==> src/hdl/nicm_pkg.sv <==
// package for the interrupt cause / mask block: widths, reset values,
// bit positions, timing constants and the carrier types.
// assumes one clock (mclk_i, 250 MHz) and a synchronous active-high reset.
//
// Notes on behaviour
// - a cause read returns every pending bit and clears only the bits it returned.
// - each one written to the cause set port sets the matching cause bit.
// - a hardware event in the same cycle as a clearing read leaves its bit set.
// - cause set writes always land; hardware and software sets are ORed together.
// - the interrupt is asserted only while some cause bit and its mask bit are both one.
// - events are recorded in the cause register whatever the mask holds.
// - each one written to the mask set port sets that mask bit, others unchanged.
// - each one written to the mask clear port clears that mask bit, others unchanged.
// - reading through the mask set port returns the mask with no side effect.
// - four ports exist: cause read, cause set, mask set/read and mask clear.
// - all sources land in one cause register so one read gives the whole state.
// - a programmable minimum interval throttles how often interrupts are signalled.
// - receive packets may accumulate, by count or by delay, before a receive event.
// - pending unmasked interrupts may be signalled as a message instead of the wire.

package nicm_pkg;

	// register widths and reset values
	localparam int              CAUSE_W    = 32;
	localparam logic [31:0]     CAUSE_RST  = 32'h0000_0000;
	localparam logic [31:0]     MASK_RST   = 32'h0000_0000;

	// receive timer cause bit, driven by the coalescer
	localparam int              CAUSE_RXT_BIT = 7;

	// throttle and coalescing field widths
	localparam int              ITR_W      = 16;
	localparam int              PKT_CNT_W  = 8;
	localparam int              RX_DLY_W   = 16;

	// time base: throttle and delay intervals count in 256 ns units
	localparam int              CLK_PERIOD_NS = 4;
	localparam int              TICK_NS       = 256;
	localparam int              TICK_CYC      = (TICK_NS + CLK_PERIOD_NS - 1) / CLK_PERIOD_NS;
	localparam int              TICK_CNT_W    = 8;

	// one write strobe with its data
	typedef struct packed {
		logic               vld;
		logic [CAUSE_W-1:0] data;
	} nicm_wr_s;

	// one read answer with its data
	typedef struct packed {
		logic               vld;
		logic [CAUSE_W-1:0] data;
	} nicm_rd_s;

	// signalling state
	typedef enum logic [1:0] {
		NICM_IDLE   = 2'b01,
		NICM_ACTIVE = 2'b10
	} nicm_sig_e;

endpackage

==> src/hdl/nicm_throttle.sv <==
// interrupt rate throttle: after each signalled interrupt, holds the
// gate shut for a programmed number of 256 ns ticks.
// assumes tick_i is a one-cycle enable from the shared divider.
`timescale 1ns/10ps

module nicm_throttle (
	input  wire logic                       mclk_i,
	input  wire logic                       srst_i,
	input  wire logic                       tick_i,
	input  wire logic [nicm_pkg::ITR_W-1:0] interval_i,
	input  wire logic                       fire_i,
	output logic                            open_o
);

	logic [nicm_pkg::ITR_W-1:0] hold_r;

	////////////////////////////////////////////////////////////////////////
	// reload on each fire, count down on ticks; zero interval never shuts
	always_ff @(posedge mclk_i) begin
		if (srst_i) begin
			hold_r <= '0;
		end else if (fire_i) begin
			hold_r <= interval_i;
		end else if (tick_i && hold_r != '0) begin
			hold_r <= hold_r - 1'b1;
		end
	end

	// gate may be up to one tick early: tick phase is free running
	assign open_o = (hold_r == '0);

endmodule

==> src/hdl/nicm_rx_coalesce.sv <==
// receive coalescing: turns packet pulses into one receive event once
// a packet count is reached or a delay after the first packet runs out.
// assumes tick_i is a one-cycle enable from the shared divider.
`timescale 1ns/10ps

module nicm_rx_coalesce (
	input  wire logic                           mclk_i,
	input  wire logic                           srst_i,
	input  wire logic                           tick_i,
	input  wire logic                           pkt_i,
	input  wire logic [nicm_pkg::PKT_CNT_W-1:0] thresh_i,
	input  wire logic [nicm_pkg::RX_DLY_W-1:0]  delay_i,
	output logic                                event_o
);

	logic [nicm_pkg::PKT_CNT_W-1:0] cnt_r;
	logic [nicm_pkg::PKT_CNT_W-1:0] cnt_nxt;
	logic [nicm_pkg::RX_DLY_W-1:0]  timer_r;
	logic                           timeout;
	logic                           fire;

	////////////////////////////////////////////////////////////////////////
	// saturating packet count; timeout on the tick that empties the timer
	always_comb begin
		cnt_nxt = cnt_r;
		if (pkt_i && cnt_r != '1) begin
			cnt_nxt = cnt_r + 1'b1;
		end
		timeout = (cnt_r != '0) && tick_i && (timer_r == {{(nicm_pkg::RX_DLY_W-1){1'b0}}, 1'b1});
		fire    = (cnt_nxt != '0) && ((cnt_nxt >= thresh_i) || (delay_i == '0) || timeout);
	end

	// batch state; a packet arriving with the fire belongs to that batch
	always_ff @(posedge mclk_i) begin
		if (srst_i) begin
			cnt_r   <= '0;
			timer_r <= '0;
			event_o <= 1'b0;
		end else begin
			event_o <= fire;
			if (fire) begin
				cnt_r   <= '0;
				timer_r <= '0;
			end else begin
				cnt_r <= cnt_nxt;
				if (pkt_i && cnt_r == '0) begin
					timer_r <= delay_i;
				end else if (tick_i && timer_r != '0) begin
					timer_r <= timer_r - 1'b1;
				end
			end
		end
	end

endmodule

==> src/hdl/nicm_intr_ctrl.sv <==
// interrupt cause and mask block: cause register with clear-on-read and
// set port, mask with set and clear ports, throttled wire or message out.
// assumes all inputs synchronous to mclk_i; strobes are one-cycle pulses.
`timescale 1ns/10ps

module nicm_intr_ctrl (
	input  wire logic                                mclk_i,
	input  wire logic                                srst_i,
	// hardware event pulses, one per cause bit
	input  wire logic [nicm_pkg::CAUSE_W-1:0]        hw_event_i,
	input  wire logic                                rx_pkt_i,
	// cause read port
	input  wire logic                                cause_rd_i,
	output nicm_pkg::nicm_rd_s                       cause_rd_o,
	// cause set port
	input  nicm_pkg::nicm_wr_s                       cause_set_i,
	// mask set / read port
	input  nicm_pkg::nicm_wr_s                       mask_set_i,
	input  wire logic                                mask_rd_i,
	output nicm_pkg::nicm_rd_s                       mask_rd_o,
	// mask clear port
	input  nicm_pkg::nicm_wr_s                       mask_clr_i,
	// configuration levels
	input  wire logic [nicm_pkg::ITR_W-1:0]          itr_interval_i,
	input  wire logic [nicm_pkg::PKT_CNT_W-1:0]      rx_pkt_thresh_i,
	input  wire logic [nicm_pkg::RX_DLY_W-1:0]       rx_delay_i,
	input  wire logic                                msi_en_i,
	// open-drain interrupt wire and message request
	output logic                                     irq_wire_o,
	output logic                                     irq_wire_oe_n_o,
	output logic                                     msi_req_o,
	output logic                                     irq_pending_o
);

	////////////////////////////////////////////////////////////////////////
	// declarations

	logic [nicm_pkg::CAUSE_W-1:0]    cause_r;
	logic [nicm_pkg::CAUSE_W-1:0]    cause_nxt;
	logic [nicm_pkg::CAUSE_W-1:0]    mask_r;
	logic [nicm_pkg::CAUSE_W-1:0]    mask_nxt;
	logic [nicm_pkg::CAUSE_W-1:0]    event_all;
	logic [nicm_pkg::CAUSE_W-1:0]    rx_event_vec;
	logic                            rx_event;
	logic                            pending_nxt;
	logic                            gate_open;
	logic                            fire;
	logic                            tick;
	logic [nicm_pkg::TICK_CNT_W-1:0] tick_cnt_r;
	nicm_pkg::nicm_sig_e             sig_r;
	nicm_pkg::nicm_sig_e             sig_nxt;

	////////////////////////////////////////////////////////////////////////
	// time base: one-cycle tick every 256 ns shared by throttle and delay

	localparam logic [nicm_pkg::TICK_CNT_W-1:0] TICK_LAST =
		nicm_pkg::TICK_CNT_W'(nicm_pkg::TICK_CYC - 1);

	// free-running divider, so intervals are accurate to one tick
	always_ff @(posedge mclk_i) begin
		if (srst_i) begin
			tick_cnt_r <= '0;
		end else if (tick_cnt_r == TICK_LAST) begin
			tick_cnt_r <= '0;
		end else begin
			tick_cnt_r <= tick_cnt_r + 1'b1;
		end
	end

	assign tick = (tick_cnt_r == TICK_LAST);

	////////////////////////////////////////////////////////////////////////
	// receive coalescing feeds the receive timer cause bit

	nicm_rx_coalesce i_nicm_rx_coalesce (
		.mclk_i   (mclk_i),
		.srst_i   (srst_i),
		.tick_i   (tick),
		.pkt_i    (rx_pkt_i),
		.thresh_i (rx_pkt_thresh_i),
		.delay_i  (rx_delay_i),
		.event_o  (rx_event)
	);

	// coalesced event replaces nothing: it is ORed onto its cause bit
	always_comb begin
		rx_event_vec                          = '0;
		rx_event_vec[nicm_pkg::CAUSE_RXT_BIT] = rx_event;
	end

	// every source gathered into the one cause vector
	assign event_all = hw_event_i | rx_event_vec;

	////////////////////////////////////////////////////////////////////////
	// cause register next value
	// a read clears only what it returned; sets of the same cycle win
	always_comb begin
		cause_nxt = cause_r;
		if (cause_rd_i) begin
			cause_nxt = '0;
		end
		cause_nxt = cause_nxt | event_all;
		if (cause_set_i.vld) begin
			cause_nxt = cause_nxt | cause_set_i.data;
		end
	end

	// cause storage, cleared at reset
	always_ff @(posedge mclk_i) begin
		if (srst_i) begin
			cause_r <= nicm_pkg::CAUSE_RST;
		end else begin
			cause_r <= cause_nxt;
		end
	end

	// cause read answer: the value held at the read, one cycle later
	always_ff @(posedge mclk_i) begin
		if (srst_i) begin
			cause_rd_o <= '0;
		end else begin
			cause_rd_o.vld <= cause_rd_i;
			if (cause_rd_i) begin
				cause_rd_o.data <= cause_r;
			end
		end
	end

	////////////////////////////////////////////////////////////////////////
	// mask register
	// set then clear: a bit named in both ports in one cycle ends cleared
	always_comb begin
		mask_nxt = mask_r;
		if (mask_set_i.vld) begin
			mask_nxt = mask_nxt | mask_set_i.data;
		end
		if (mask_clr_i.vld) begin
			mask_nxt = mask_nxt & ~mask_clr_i.data;
		end
	end

	// mask storage, all sources blocked after reset
	always_ff @(posedge mclk_i) begin
		if (srst_i) begin
			mask_r <= nicm_pkg::MASK_RST;
		end else begin
			mask_r <= mask_nxt;
		end
	end

	// mask read through the set port: plain copy, no side effect
	always_ff @(posedge mclk_i) begin
		if (srst_i) begin
			mask_rd_o <= '0;
		end else begin
			mask_rd_o.vld <= mask_rd_i;
			if (mask_rd_i) begin
				mask_rd_o.data <= mask_r;
			end
		end
	end

	////////////////////////////////////////////////////////////////////////
	// pending term from next values, so the output flop drops on the
	// same edge as the clearing read or mask clear
	assign pending_nxt = |(cause_nxt & mask_nxt);

	nicm_throttle i_nicm_throttle (
		.mclk_i     (mclk_i),
		.srst_i     (srst_i),
		.tick_i     (tick),
		.interval_i (itr_interval_i),
		.fire_i     (fire),
		.open_o     (gate_open)
	);

	////////////////////////////////////////////////////////////////////////
	// signalling state: idle until pending and throttle open, active
	// while pending stays; the throttle restarts at each new assertion
	always_comb begin
		sig_nxt = sig_r;
		fire    = 1'b0;
		unique case (sig_r)
			nicm_pkg::NICM_IDLE: begin
				if (pending_nxt && gate_open) begin
					sig_nxt = nicm_pkg::NICM_ACTIVE;
					fire    = 1'b1;
				end
			end
			nicm_pkg::NICM_ACTIVE: begin
				if (!pending_nxt) begin
					sig_nxt = nicm_pkg::NICM_IDLE;
				end
			end
			default: begin
				sig_nxt = nicm_pkg::NICM_IDLE;
			end
		endcase
	end

	// state register
	always_ff @(posedge mclk_i) begin
		if (srst_i) begin
			sig_r <= nicm_pkg::NICM_IDLE;
		end else begin
			sig_r <= sig_nxt;
		end
	end

	////////////////////////////////////////////////////////////////////////
	// outputs, each straight from a flop
	// the wire is pulled low only; the pin's level is resolved outside
	always_ff @(posedge mclk_i) begin
		if (srst_i) begin
			irq_wire_o      <= 1'b0;
			irq_wire_oe_n_o <= 1'b1;
			msi_req_o       <= 1'b0;
			irq_pending_o   <= 1'b0;
		end else begin
			irq_wire_o      <= 1'b0;
			// wire mode: drive low while active and message mode off
			irq_wire_oe_n_o <= !((sig_nxt == nicm_pkg::NICM_ACTIVE) && !msi_en_i);
			// message mode: one request per new assertion
			msi_req_o       <= fire && msi_en_i;
			irq_pending_o   <= pending_nxt;
		end
	end

endmodule

==> config.mk <==
export PLATFORM = sky130hd
export DESIGN_NAME = nicm_intr_ctrl
export DESIGN_NICKNAME = d
export VERILOG_FILES = /design/src/hdl/nicm_pkg.sv /design/src/hdl/nicm_throttle.sv /design/src/hdl/nicm_rx_coalesce.sv /design/src/hdl/nicm_intr_ctrl.sv
export SDC_FILE = /design/constraint.sdc
export NUM_CORES = 1
export LEC_CHECK = 0
export ABC_CLOCK_PERIOD_IN_PS = 3300
export BUFFER_PORTS_ARGS = -buffer_cell sky130_fd_sc_hd__buf_2
export CAP_MARGIN = 20
export CORE_AREA = 5 5 172 174
export CTS_BUF_LIST = sky130_fd_sc_hd__clkbuf_8
export CTS_CLUSTER_SIZE = 30
export DETAILED_ROUTE_END_ITERATION = 8
export DIE_AREA = 0 0 177 179
export GPL_TIMING_DRIVEN = 1
export PLACE_DENSITY = 0.5
export SYNTH_ARGS = -nofsm -noshare
export SYNTH_HDL_FRONTEND = slang
export SYNTH_SLANG_ARGS = --single-unit
==> constraint.sdc <==
create_clock -name mclk_i -period 3.3 [get_ports mclk_i]
set_clock_uncertainty 0.2 [all_clocks]
set_input_delay 0.66 -clock mclk_i [delete_from_list [all_inputs] [get_ports mclk_i]]
set_output_delay 0.66 -clock mclk_i [all_outputs]
set_load 0.03 [all_outputs]
==> metrics.txt <==
crit-path most repeated cell a21o_1; fin crit share 91.5%; Slew Viols, Final 0; crit-path max FO 14; ANT nets after route 0; crit path DAT 3.21 ns; clock tree buffer depth 2; Slew @ Worst Pin 0.815 ns; worst hold path class in -> reg; TritonCTS buffer count 17; area of the core 27600 µm²; FMAX 331 MHz; root buffer cell clkbuf_8; Initial Util 29.8%; slew margin rel. 45.7%; asr flop ratio synth 0%; EDFF count, synth 0; vias in the first global route 7418; complex-gate fraction of the synthesized area 13.9%; share of layout cells above drive strength 1 28.8%; WL final 26800 µm; Avg Cell Area, Syn 8.96 µm²; Simple-Gate Fraction of Synth Area 23.5%; Core Util, Final 38.0%; # hold bufs at CTS 0; Post-route DRC 0; Yosys top cell area share 44.7%; setup TNS 0 ns; routability cong. 0.770; most frequent cells in the layout buf_2, nor2_1, dfxtp_1; Finished Cell Area 10500 µm²; final hold violations 0; slowest stage cell, crit path dfxtp_2; status finished clean; Total GRT Usage 16.5%; Worst-Skew Late Latency 0.47 ns; via count 7384; WP buf/inv 1; Worst EP required 3.49 ns; startpoint types flop; Mapped Area 8240 µm²; P&R area growth vs syn 27.4%; post-synth top area cell dfxtp_1; I/O pin cnt 247; post-synthesis adder-cell area fraction 2.43%; critical-path cell list ha_1, nand2_1, o31a_1, xnor2_2, ha_1, nand2b_1, a21o_1, a21o_1, a21oi_1, o21ai_1, a21o_1, buf_4, a211oi_1; ranking of synthesized cells by area dfxtp_1, nor2_1, mux2i_1, nand2_1, a21o_1; routed len/inst 17.1 µm; Row Count 61; largest net degree at the start of global routing 99; Resized Gates After CTS 0; # clock sinks 184; CTS tree built; most common cell after layout, fill and taps aside buf_2; worst hold slack 0.217 ns; DR vias/cell 4.71; Leakage 0.00484 µW; H-tree depth 4; setup violators final 0; non-filler instance count after layout 1568; critical setup path kind reg -> reg; Worst-path clk slew 0.12 ns; cell area power density 567 nW/µm²; Post-CTS Setup Inserts 0; Post-Syn Nets 1113; Cells after DPL 1534; nets 1368; Yosys warnings 0; first-pass detailed-route iteration total 4; XOR/XNOR Fraction of Synth Area 4.04%; Die W 177 µm; placed cell areas 10100 µm²; Die Y 179 µm; DR iter-0 viols 351; global route overflow 0; top cell family by delay on the critical path compound AO/OA/AOI/OAI gates; Worst path max stage delay 0.39 ns; port buffer count 245; count of cell types in the netlist 61; number of max-cap violations 0; Yosys reg bits 184; post-synthesis mux area share 8.02%; first-pass GRT wire length 40900 µm; Peak VDD IR 0.000239 V; largest family of logic cells by synthesized area simple AND/OR/NAND/NOR gates; Mapped Cells 920; fin crit period 3.02 ns; Seq/Total Area, Yosys 44.7%; initial antenna violation count 11; Final HPWL DP 20700 µm; Die Area 31700 µm²; top_reg_cell synth dfxtp_1; Worst Setup End Kind flop; RSZ-0062 raised after global routing false
worst register-to-register path: stages, from the launching register on:
cell and delay, ns:
dfxtp_2 0.39, ha_1 0.17, nand2_1 0.07, o31a_1 0.34, xnor2_2 0.17, ha_1 0.26
nand2b_1 0.14, a21o_1 0.18, a21o_1 0.19, a21oi_1 0.19, o21ai_1 0.10, a21o_1 0.17
buf_4 0.19, a211oi_1 0.19
Yosys cell counts, drive strengths merged, types with 11 or more instances:
library cell / instances
nor2b: 31
buf: 20
and2: 24
a21oi: 33
xnor2: 29
dfxtp: 184
a21o: 35
mux2i: 66
nand2: 73
nor4: 15
o311ai: 23
inv: 21
nand3: 11
nor2: 185
nor3: 29
clkbuf: 26
ha: 16
a211oi: 15
power breakdown:
| part | internal (µW) | switching (µW) | total (µW) |
|---|---|---|---|
| combinational | 821 | 949 | 1770 |
| clock | 585 | 979 | 1560 |
| sequential | 2450 | 178 | 2620 |
per-layer routing:
layer | part of all wire [%] | track usage (%) | routed length, µm | up-vias
met5 | 0.43 | 0 | 115 | -
met4 | 0.98 | 4.13 | 264 | 18
met3 | 6.6 | 4.85 | 1760 | 26
met2 | 46 | 26.4 | 12300 | 203
met1 | 46 | 21.9 | 12400 | 3414
li1 | - | - | - | 3723
cells by family after synthesis:
group	count (synthesis)
xor+xnor	38
fa+ha+maj	16
buf+inv	67
other cells	1
simple gates	396
compound gates	152
mux	66
flops	184
registers in the layout, indices dropped and copies added, names as in the netlist:
register,count
cause_rd_o,33
irq_pending_o,1
cause_r,32
tick_cnt_r,8
i_nicm_throttle.hold_r,16
i_nicm_rx_coalesce.cnt_r,8
i_nicm_rx_coalesce.timer_r,16
mask_r,32
i_nicm_rx_coalesce.event_o,1
msi_req_o,1
mask_rd_o,33
irq_wire_oe_n_o,1
sig_r,2
path summary, 6_finish.rpt:
path / cells past startpoint / end / start / slack, ns
max reg2reg: 13 / i_nicm_rx_coalesce.timer_r[8] / i_nicm_rx_coalesce.cnt_r[1] / 0.28
max: 13 / i_nicm_rx_coalesce.timer_r[8] / i_nicm_rx_coalesce.cnt_r[1] / 0.28
min reg2reg: 1 / tick_cnt_r[0] / tick_cnt_r[0] / 0.27
min: 2 / mask_r[7] / mask_clr_i[7] / 0.22
cell type report:
cell class	instances	area, µm²
fill	2951	17100
multi-input combinational	669	4290
sequential	184	3690
timing repair buffer	282	1560
tap	378	473
clock buffer	17	234
clock inverter	15	174
inverter	21	78.8
antenna	2	5.00
stage by stage:
| stage | total power, µW | setup slack (ns) |
|---|---|---|
| 3_5_place_dp | 4460 | 0.0758 |
| 5_1_grt | 6340 | 0.00439 |
| 4_1_cts | 6050 | 0.127 |
| 6_report | 5960 | 0.281 |
| 3_3_place_gp | 4450 | 0.0832 |
| 2_1_floorplan | 3840 | 0.355 |
Power figures use the tool's default switching activity.
